### src/lct_pkg.sv
/*
  Shared constants, field layouts and types for the per-channel call timing
  logic of a four-channel loop detector.
  Assumes a 200 MHz clk_sys and occupancy/fault levels from the loop front end.
*/
// Operation
// Forced no-call: output off, oscillator stopped
// Forced call: output on, oscillator stopped
// Nine sensitivity levels plus two forced codes
// Eight loop frequencies, three bits per channel
// Call delay 0 to 255 s, 1 s
// Delay starts on entry; call after expiry
// Active green aborts delay, remaining time zero
// Extension 0 to 25.5 s, 0.1 s
// Extension starts on clearing; call held meanwhile
// Entry during extension reloads full extension later
// Presence or pulse mode; presence holds call
// Pulse mode: one 125 ms pulse per entry
// Pulse mode: tune out after 2 s occupancy
// Pulse mode: full sensitivity within 0.5 s
// Max presence 1 to 999 s or off
// Vacant before expiry drops call, no reset
// Expiry without green sync resets channel
// Expiry with green sync waits for green end
// Green sync allowed only with max presence on
// Loop fault blocks reset at green end
// Inductance display global, off after 15 min
// Change display global, peak held 2 s
// Common tenth tick; green inputs synchronised
package lct_pkg;
  localparam int CLK_PERIOD_NS = 5;
  localparam int BASE_TICK_MS = 5;
  localparam int BASE_CYCLES = BASE_TICK_MS * 1_000_000 / CLK_PERIOD_NS;
  localparam int TENTH_MS = 100;
  localparam int BASES_PER_TENTH = TENTH_MS / BASE_TICK_MS;
  localparam int TENTHS_PER_S = 10;
  localparam int PULSE_MS = 125;
  localparam int PULSE_BASES = PULSE_MS / BASE_TICK_MS;
  localparam int TUNE_OUT_MS = 2000;
  localparam int TUNE_OUT_TENTHS = TUNE_OUT_MS / TENTH_MS;
  localparam int PEAK_HOLD_MS = 2000;
  localparam int PEAK_HOLD_TENTHS = PEAK_HOLD_MS / TENTH_MS;
  localparam int DISP_TIMEOUT_MIN = 15;
  localparam int DISP_TIMEOUT_TENTHS = DISP_TIMEOUT_MIN * 60 * TENTHS_PER_S;
  localparam int CNT_W = 14;
  localparam logic [9:0] MAXP_MAX_S = 10'h3E7;
  localparam logic [3:0] SENS_CALL = 4'h9;
  localparam logic [3:0] SENS_OFF = 4'hA;
  // Register word addresses
  localparam logic [3:0] REG_CFG0 = 4'h0;
  localparam logic [3:0] REG_MAXP0 = 4'h4;
  localparam logic [3:0] REG_DISP = 4'h8;
  localparam logic [3:0] REG_STATUS = 4'h9;
  localparam logic [3:0] REG_STATE0 = 4'hA;
  // Config and display word fields
  localparam int CFG_SENS_LSB = 0;
  localparam int CFG_FREQ_LSB = 4;
  localparam int CFG_PULSE_BIT = 7;
  localparam int CFG_GSYNC_BIT = 8;
  localparam int CFG_DELAY_LSB = 16;
  localparam int CFG_EXT_LSB = 24;
  localparam int DISP_IND_BIT = 0;
  localparam int DISP_DL_BIT = 1;

  typedef enum logic [6:0] {
    ST_IDLE = 7'h01, ST_DELAY = 7'h02, ST_DETECT = 7'h04, ST_EXTEND = 7'h08,
    ST_WAIT = 7'h10, ST_PULSE = 7'h20, ST_TUNED = 7'h40
  } lct_st_t;

  typedef struct packed {
    logic [3:0] sens;
    logic [2:0] freq;
    logic pulse;
    logic green_end_synced_reset;
    logic [7:0] delay;
    logic [7:0] ext;
    logic [9:0] maxp;
  } lct_cfg_t;

  typedef struct packed {
    lct_cfg_t cfg;
    lct_st_t st;
    logic [CNT_W-1:0] cnt;
    logic [CNT_W-1:0] mp;
    logic [4:0] pt;
    logic [7:0] peak;
    logic [4:0] hold;
    logic call;
    logic osc;
    logic tuned;
    logic rst;
  } lct_ch_t;

  localparam lct_cfg_t CFG_RST = '{sens: 4'h4, freq: 3'h0, pulse: 1'b0,
    green_end_synced_reset: 1'b0, delay: 8'h00, ext: 8'h00, maxp: 10'h000};
endpackage

### src/lct_call_timing.sv
/*
  Call timing for all channels: forced states, delay, extension, presence and
  pulse modes, max presence with green-end synced reset, display options.
  Assumes occupancy, fault and change inputs synchronous to clk_sys; green
  inputs are asynchronous and active low.
*/
// Decided for this implementation: strobed register access and the placing of the registers.
`timescale 1ns/1ps
module lct_call_timing import lct_pkg::*; #(
  parameter int NCH = 4,
  parameter int BASE_CYC = BASE_CYCLES
) (
  input wire logic clk_sys,
  input wire logic rst,
  input wire logic [3:0] addr_i,
  input wire logic [31:0] wr_data_i,
  input wire logic wr_i,
  input wire logic rd_i,
  output logic [31:0] rd_data_o,
  input wire logic [NCH-1:0] occ_i,
  input wire logic [NCH-1:0] green_n_i,
  input wire logic [NCH-1:0] fault_i,
  input wire logic [NCH*8-1:0] dl_i,
  output logic [NCH-1:0] call_o,
  output logic [NCH-1:0] osc_en_o,
  output logic [NCH-1:0] tuned_o,
  output logic [NCH-1:0] chan_reset_o,
  output logic [NCH*4-1:0] sens_o,
  output logic [NCH*3-1:0] freq_o,
  output logic ind_disp_o,
  output logic dl_disp_o
);
  localparam int PRE_W = $clog2(BASE_CYC + 1);

  generate
    if (NCH < 1 || NCH > 4 || BASE_CYC < 2) begin : g_bad
      $error("lct_call_timing: NCH must be 1..4 and BASE_CYC at least 2");
    end
  endgenerate

  typedef struct packed {
    lct_ch_t [NCH-1:0] ch;
    logic [PRE_W-1:0] pre;
    logic [4:0] sub;
    logic [NCH-1:0] pg1;
    logic [NCH-1:0] pg2;
    logic [NCH-1:0] pg3;
    logic ind;
    logic dl;
    logic [CNT_W-1:0] ind_t;
    logic [CNT_W-1:0] dl_t;
    logic [31:0] rd;
  } lct_top_t;

  function automatic logic is_forced(input logic [3:0] sens);
    return (sens == SENS_CALL) || (sens == SENS_OFF);
  endfunction

  function automatic logic [CNT_W-1:0] mul10(input logic [9:0] v);
    logic [CNT_W-1:0] w;
    w = {4'h0, v};
    return (w << 3) + (w << 1);
  endfunction

  function automatic logic hit(input logic [3:0] a, input logic [3:0] base, input int i);
    return a == 4'(int'(base) + i);
  endfunction

  function automatic lct_top_t rst_state();
    lct_top_t t;
    t = '0;
    for (int i = 0; i < NCH; i++) begin
      t.ch[i].cfg = CFG_RST;
      t.ch[i].st = ST_IDLE;
      t.ch[i].osc = 1'b1;
    end
    t.pg1 = '1;
    t.pg2 = '1;
    t.pg3 = '1;
    return t;
  endfunction

  localparam lct_top_t S_RST = rst_state();

  lct_top_t s_r;
  lct_top_t s_nxt;

  always_comb begin
    logic base;
    logic tenth;
    logic occ;
    logic grn;
    logic gend;
    logic sync_eff;
    logic [7:0] dl;
    lct_ch_t c;
    base = 1'b0;
    tenth = 1'b0;
    occ = 1'b0;
    grn = 1'b0;
    gend = 1'b0;
    sync_eff = 1'b0;
    dl = 8'h00;
    c = '0;
    s_nxt = s_r;
    // One 5 ms base tick feeds the shared tenth tick
    base = (s_r.pre == PRE_W'(BASE_CYC - 1));
    tenth = base && (s_r.sub == 5'(BASES_PER_TENTH - 1));
    s_nxt.pre = base ? '0 : s_r.pre + 1'b1;
    if (base) begin
      s_nxt.sub = tenth ? 5'h00 : s_r.sub + 5'h01;
    end
    // Green levels cross in on two flops; third flop only for the edge
    s_nxt.pg1 = green_n_i;
    s_nxt.pg2 = s_r.pg1;
    s_nxt.pg3 = s_r.pg2;
    // Display options time out on their own
    if (s_r.ind && tenth) begin
      s_nxt.ind_t = s_r.ind_t + 1'b1;
      if (s_r.ind_t == CNT_W'(DISP_TIMEOUT_TENTHS - 1)) begin
        s_nxt.ind = 1'b0;
      end
    end
    if (s_r.dl && tenth) begin
      s_nxt.dl_t = s_r.dl_t + 1'b1;
      if (s_r.dl_t == CNT_W'(DISP_TIMEOUT_TENTHS - 1)) begin
        s_nxt.dl = 1'b0;
      end
    end
    for (int i = 0; i < NCH; i++) begin
      c = s_r.ch[i];
      occ = occ_i[i];
      grn = !s_r.pg2[i];
      gend = !s_r.pg3[i] && s_r.pg2[i];
      sync_eff = c.cfg.green_end_synced_reset && (c.cfg.maxp != 10'h000);
      dl = dl_i[i*8 +: 8];
      c.rst = 1'b0;
      if (is_forced(c.cfg.sens)) begin
        c.st = ST_IDLE;
        c.cnt = '0;
        c.mp = '0;
      end else begin
        case (c.st)
          ST_IDLE: begin
            if (occ && c.cfg.pulse) begin
              c.st = ST_PULSE;
              c.pt = 5'h00;
              c.mp = '0;
            end else if (occ && (grn || c.cfg.delay == 8'h00)) begin
              c.st = ST_DETECT;
              c.mp = mul10(c.cfg.maxp);
            end else if (occ) begin
              c.st = ST_DELAY;
              c.cnt = mul10({2'b00, c.cfg.delay});
            end
          end
          ST_DELAY: begin
            if (!occ) begin
              c.st = ST_IDLE;
            end else if (grn || c.cnt == '0) begin
              c.st = ST_DETECT;
              c.cnt = '0;
              c.mp = mul10(c.cfg.maxp);
            end else if (tenth) begin
              c.cnt = c.cnt - 1'b1;
            end
          end
          ST_DETECT: begin
            if (!occ) begin
              c.st = (c.cfg.ext == 8'h00) ? ST_IDLE : ST_EXTEND;
              c.cnt = {6'h00, c.cfg.ext};
            end else if (c.cfg.maxp != 10'h000 && c.mp == '0) begin
              if (sync_eff) begin
                c.st = ST_WAIT;
              end else begin
                c.st = ST_TUNED;
                c.rst = 1'b1;
              end
            end else if (c.cfg.maxp != 10'h000 && tenth) begin
              c.mp = c.mp - 1'b1;
            end
          end
          ST_EXTEND: begin
            if (occ) begin
              c.st = ST_DETECT;
            end else if (c.cnt == '0) begin
              c.st = ST_IDLE;
            end else if (tenth) begin
              c.cnt = c.cnt - 1'b1;
            end
          end
          ST_WAIT: begin
            if (!occ) begin
              c.st = ST_IDLE;
            end else if (gend && !fault_i[i]) begin
              c.st = ST_TUNED;
              c.rst = 1'b1;
            end
          end
          ST_PULSE: begin
            if (base && c.pt != 5'(PULSE_BASES)) begin
              c.pt = c.pt + 5'h01;
            end
            if (tenth) begin
              c.mp = c.mp + 1'b1;
            end
            if (occ && c.mp >= CNT_W'(TUNE_OUT_TENTHS)) begin
              c.st = ST_TUNED;
            end else if (!occ && c.pt == 5'(PULSE_BASES)) begin
              c.st = ST_IDLE;
            end
          end
          ST_TUNED: begin
            // Departure restores sensitivity at once, well inside 0.5 s
            if (!occ) begin
              c.st = ST_IDLE;
            end
          end
          default: begin
            c.st = ST_IDLE;
          end
        endcase
      end
      // Peak of the change value is held 2 s during a call while the change display is on
      if (s_r.dl && c.call) begin
        if (dl > c.peak) begin
          c.peak = dl;
          c.hold = 5'(PEAK_HOLD_TENTHS);
        end else if (tenth && c.hold != 5'h00) begin
          c.hold = c.hold - 5'h01;
        end else if (c.hold == 5'h00) begin
          c.peak = dl;
        end
      end else begin
        c.peak = 8'h00;
        c.hold = 5'h00;
      end
      // Register writes land after the timing step
      if (wr_i && hit(addr_i, REG_CFG0, i)) begin
        if (wr_data_i[CFG_SENS_LSB +: 4] <= SENS_OFF) begin
          c.cfg.sens = wr_data_i[CFG_SENS_LSB +: 4];
        end
        c.cfg.freq = wr_data_i[CFG_FREQ_LSB +: 3];
        c.cfg.pulse = wr_data_i[CFG_PULSE_BIT];
        c.cfg.green_end_synced_reset = wr_data_i[CFG_GSYNC_BIT] && (c.cfg.maxp != 10'h000);
        c.cfg.delay = wr_data_i[CFG_DELAY_LSB +: 8];
        c.cfg.ext = wr_data_i[CFG_EXT_LSB +: 8];
      end
      if (wr_i && hit(addr_i, REG_MAXP0, i)) begin
        c.cfg.maxp = (wr_data_i[9:0] > MAXP_MAX_S) ? MAXP_MAX_S : wr_data_i[9:0];
        if (wr_data_i[9:0] == 10'h000) begin
          c.cfg.green_end_synced_reset = 1'b0;
        end
      end
      c.osc = !is_forced(c.cfg.sens);
      c.tuned = (c.st == ST_TUNED);
      c.call = (c.cfg.sens == SENS_CALL) || (!is_forced(c.cfg.sens) &&
        ((c.st == ST_DETECT) || (c.st == ST_EXTEND) || (c.st == ST_WAIT) ||
        ((c.st == ST_PULSE) && c.pt != 5'(PULSE_BASES))));
      s_nxt.ch[i] = c;
    end
    // A write that turns an option on wins over its timeout
    if (wr_i && addr_i == REG_DISP) begin
      s_nxt.ind = wr_data_i[DISP_IND_BIT];
      s_nxt.dl = wr_data_i[DISP_DL_BIT];
      s_nxt.ind_t = '0;
      s_nxt.dl_t = '0;
    end
    s_nxt.rd = 32'h0000_0000;
    if (rd_i) begin
      if (addr_i == REG_DISP) begin
        s_nxt.rd = {30'h0, s_r.dl, s_r.ind};
      end
      for (int i = 0; i < NCH; i++) begin
        if (hit(addr_i, REG_CFG0, i)) begin
          s_nxt.rd = {s_r.ch[i].cfg.ext, s_r.ch[i].cfg.delay, 7'h00,
            s_r.ch[i].cfg.green_end_synced_reset, s_r.ch[i].cfg.pulse,
            s_r.ch[i].cfg.freq, s_r.ch[i].cfg.sens};
        end
        if (hit(addr_i, REG_MAXP0, i)) begin
          s_nxt.rd = {22'h0, s_r.ch[i].cfg.maxp};
        end
        if (hit(addr_i, REG_STATE0, i)) begin
          s_nxt.rd = {2'b00, s_r.ch[i].cnt, s_r.ch[i].peak, 1'b0, s_r.ch[i].st};
        end
        if (addr_i == REG_STATUS) begin
          s_nxt.rd[i] = s_r.ch[i].call;
          s_nxt.rd[4 + i] = s_r.ch[i].tuned;
          s_nxt.rd[8 + i] = fault_i[i];
          s_nxt.rd[12 + i] = !s_r.pg2[i];
        end
      end
    end
  end

  always_ff @(posedge clk_sys) begin
    if (rst) begin
      s_r <= S_RST;
    end else begin
      s_r <= s_nxt;
    end
  end

  assign rd_data_o = s_r.rd;
  assign ind_disp_o = s_r.ind;
  assign dl_disp_o = s_r.dl;

  generate
    for (genvar g = 0; g < NCH; g++) begin : g_ch
      assign call_o[g] = s_r.ch[g].call;
      assign osc_en_o[g] = s_r.ch[g].osc;
      assign tuned_o[g] = s_r.ch[g].tuned;
      assign chan_reset_o[g] = s_r.ch[g].rst;
      assign sens_o[g*4 +: 4] = s_r.ch[g].cfg.sens;
      assign freq_o[g*3 +: 3] = s_r.ch[g].cfg.freq;

    end
  endgenerate
endmodule // lct_call_timing

### config.mk
export PLATFORM = sky130hd
export DESIGN_NAME = lct_call_timing
export DESIGN_NICKNAME = d
export VERILOG_FILES = /design/src/lct_pkg.sv /design/src/lct_call_timing.sv
export SDC_FILE = /design/constraint.sdc
export NUM_CORES = 2
export LEC_CHECK = 0
export BUFFER_PORTS_ARGS = -buffer_cell sky130_fd_sc_hd__buf_2
export CORE_UTILIZATION = 45
export CTS_CLUSTER_SIZE = 8
export DETAILED_ROUTE_END_ITERATION = 8
export PLACE_DENSITY_LB_ADDON = 0.25
export SLEW_MARGIN = 20
export SYNTH_ARGS = -nofsm -noshare
export SYNTH_HDL_FRONTEND = slang
export SYNTH_SLANG_ARGS = --single-unit
### constraint.sdc
create_clock -name clk_sys -period 7.3 [get_ports clk_sys]
set_input_delay 2.19 -clock clk_sys [delete_from_list [all_inputs] [get_ports clk_sys]]
set_output_delay 2.19 -clock clk_sys [all_outputs]
set_load 0.03 [all_outputs]
==> qor.yml <==
synth:
  yosys.cell_types.count: 90
  synth_edf_count: 0
  ys_seq_elements: 467
  yosys_warnings: 0
  synthCells: 4092
  synth_compound_area_frac: 0.238
  synth_top_area_cell: "dfxtp_1"
  netlist_area_um2: 30600
  synth-async-reset-ratio: 0
  synthXorXnorAreaFrac: 0.0498
  synth_fa_ha_area_frac: 0.0559
  synth_area_leaders: "dfxtp_1 (31%), nand2_1 (6.3%), a21oi_1 (6.1%)"
  yosys.area_share.simple: 0.259
  synthMuxAreaShare: 0.0234
  synth.net_count: 4308
  synth_seq_area_share: 0.305
  avgSynthCellArea_um2: 7.48
  synth_flop_cell: "dfxtp_1"
  synth_top_family_by_area: "simple AND/OR/NAND/NOR gates"
  synth_top_area_frac: 0.305
hold_path:
  hold_depth: 1
  hold_path.class: "flip-flop to flip-flop"
  hold_end: "s_nxt[62]$_SDFF_PP1_"
  hold_path_startpoint: "s_nxt[66]$_SDFF_PP1_"
drt:
  vias: 30800
  via_per_inst: 6.30
  drt_iter0_drc: 3538
  wl_per_cell_um: 22.6
  firstDrtPassIters: 6
  post-route-drc-count: 0
  routed_wl_mm: 111
  ant_nets: 0
cells_and_area:
  fin_nets: 4220
  final_layout_size_suffix_gt1_frac: 0.0889
  area_growth_pct: 7.94
  fillers: 6721
grt:
  first_global_vias: 28200
  antenna_found_initial: 13
  grt_max_degree: 69
  grt_pass1_wl_mm: 169
  grt_usage: 0.312
  overflow: 0
clock_tree:
  cts_setup_buffers: 0
  h-tree-depth: 3
  holdBufCountCts: 0
  clock_path_buffers: 3
  cts_resized: 0
  clk_latency_ns: 0.63
  cts.sinks: 467
  cts_tree: "built"
  path_clk_slew_ns: 0.05
  cts_buffers: 68
  cts-root-buf: "clkbuf_16"
power:
  vdd_drop_max_uv: 136
  power_density_nw_per_um2: 205
  p_leak_uw: 0.0122
timing:
  finalHoldWorstSlack_ns: 0.418
  drv_slew: 0
  timing.final.crit_share: 0.676
  period_needed_ns: 4.93
  max_freq_mhz: 203
  fin_skew_ns: 0.0303
  hold_violations: 0
  slew_headroom: 0.270
  tightest_slew_ns: 1.08
  setup_viol: 0
  tns_ns: 0
  rsz0062_at_grt: "false"
run_status:
  status: "complete, no violations"
setup_path:
  path_delay_family: "compound AO/OA/AOI/OAI gates"
  r2r_cells: 10
  slowest_delay_ns: 0.61
  rr_endpoint: "call_o[1]$_SDFF_PP0_"
  r2r-start: "s_r[74]$_SDFFE_PP0P_"
  worstSetupPathType: "primary input to flip-flop"
  cp-end-kind: "flip-flop"
  path_max_fanout: 21
  worstPathRequired_ns: 7.84
  critPathBufInv: 2
  cp-startpoint: "addr_i[3]"
  cp.arrival_ns: 5.47
  cp-start-kind: "primary input"
  worstPathCellList: "buf_2 -> nor2b_1 -> nand2_1 -> nor2_1 -> buf_4 -> a22oi_1 -> a2111oi_0 -> o21ai_0 -> a31oi_1 -> o22ai_1 -> a21oi_1"
  reg2reg_slack_ns: 3.08
  slowest_stage: "a2111oi_0"
placement:
  place_congestion: 0.997
  place_hpwl_mm: 80.7
  portBuffers: 155
job:
  drv_cap: 0
die:
  dieArea_um2: 69100
  initial_core_util: 0.455
  fp.dieW_um: 263
  core_area_um2: 67300
  rows: 95
  die_h_um: 263
  ioPinCount: 162
-- cell usage after synthesis, types with 68 or more instances --
cell type / n
buf_4: 80
xor2_1: 84
dfxtp_1: 467
nand2_1: 512
o21ai_0: 240
inv_1: 113
nor3_1: 105
a22oi_1: 117
clkbuf_1: 244
xnor2_1: 90
ha_1: 124
nor2_1: 436
nor4_1: 68
a21oi_1: 375
nand3_1: 117
-- registers in the layout, indices dropped and copies added (netlist names) --
| signal | count |
|---|---|
| rd_data_o | 32 |
| chan_reset_o | 4 |
| call_o | 4 |
| s_nxt | 8 |
| s_r | 381 |
| osc_en_o | 4 |
| sens_o | 16 |
| freq_o | 12 |
| tuned_o | 4 |
| dl_disp_o | 1 |
| ind_disp_o | 1 |
-- cells by family after synthesis --
family | count (synthesis)
and+or+nand+nor | 1637
AOI/OAI and AO/OA | 1148
DFF | 467
buffers and inverters | 464
xor gates and xnor gates | 174
adders and majority gates | 132
muxes | 70
-- cell type report --
class                      count  area (um2)  area share
tap                          873        1090      0.0331
antenna                        2        5.00    0.000152
clock inverter                 6         104     0.00314
multi-input combinational   3161       19200       0.583
sequential                   467        9350       0.283
inverter                     114         428      0.0130
clock buffer                  74        1750      0.0528
timing repair buffer         192        1060      0.0321
-- worst reg2reg max path: stages, from the launching register on --
cell and delay [ns]:
dfxtp_1 0.37, ha_1 0.21, and4bb_2 0.38, nand3_1 0.81
nor4_1 1.17, mux2i_1 0.28, a31o_2 0.19, nand3_2 0.13
a211oi_2 0.28, o32ai_1 0.16, a31oi_1 0.18
-- cells in the final DEF (no fill, tap or decap), types with 57 or more instances in the layout --
cell / count
clkbuf_16: 69
o21ai_0: 238
nor3_1: 102
nand3_1: 117
xor2_1: 84
nor2_1: 434
nand2_1: 512
nand4_1: 62
a21oi_1: 375
inv_1: 113
buf_2: 154
nor4_1: 67
ha_1: 124
nor2b_1: 59
dfxtp_1: 467
a22oi_1: 117
xnor2_1: 90
mux2i_1: 57
-- where the power goes --
part           switching [uW]  internal, uW
logic                     699           385
registers                 154          2620
clock network            1210          1690
total                    2060          4690
-- metrics by stage --
stage	setup WS, ns	std cells	utilization	total power (uW)	area, um2
floorplan	2.88	4092	-	3560	30600
global route	2.25	4888	0.491	7000	33000
finish	2.37	4889	0.491	6760	33000
detailed placement	1.89	4807	0.463	3870	31200
CTS	2.52	4887	0.491	6750	33000
global placement	1.99	4807	0.463	3860	31200
-- layer usage --
| metal | track usage | wire length [um] | vias to the layer above |
|---|---|---|---|
| met3 | 0.0673 | 10500 | 302 |
| met1 | 0.414 | 46200 | 14500 |
| met2 | 0.478 | 48400 | 1476 |
| met4 | 0.150 | 5580 | 14 |
| li1 | - | - | 14500 |
| met5 | 0 | 92 | - |
-- how the worst max path moves through the flow --
stage | endpoint | cells past startpoint | slack, ns
floorplan | s_r[293]$_SDFFE_PP0P_ | 11 | 2.88
finish | rd_data_o[3]$_SDFF_PP0_ | 11 | 2.37
CTS | rd_data_o[7]$_SDFF_PP0_ | 9 | 2.52
detailed placement | rd_data_o[3]$_SDFF_PP0_ | 10 | 1.89
global placement | rd_data_o[7]$_SDFF_PP0_ | 9 | 1.99
global route | rd_data_o[1]$_SDFF_PP0_ | 10 | 2.25
(Power assumes the default switching activity.)
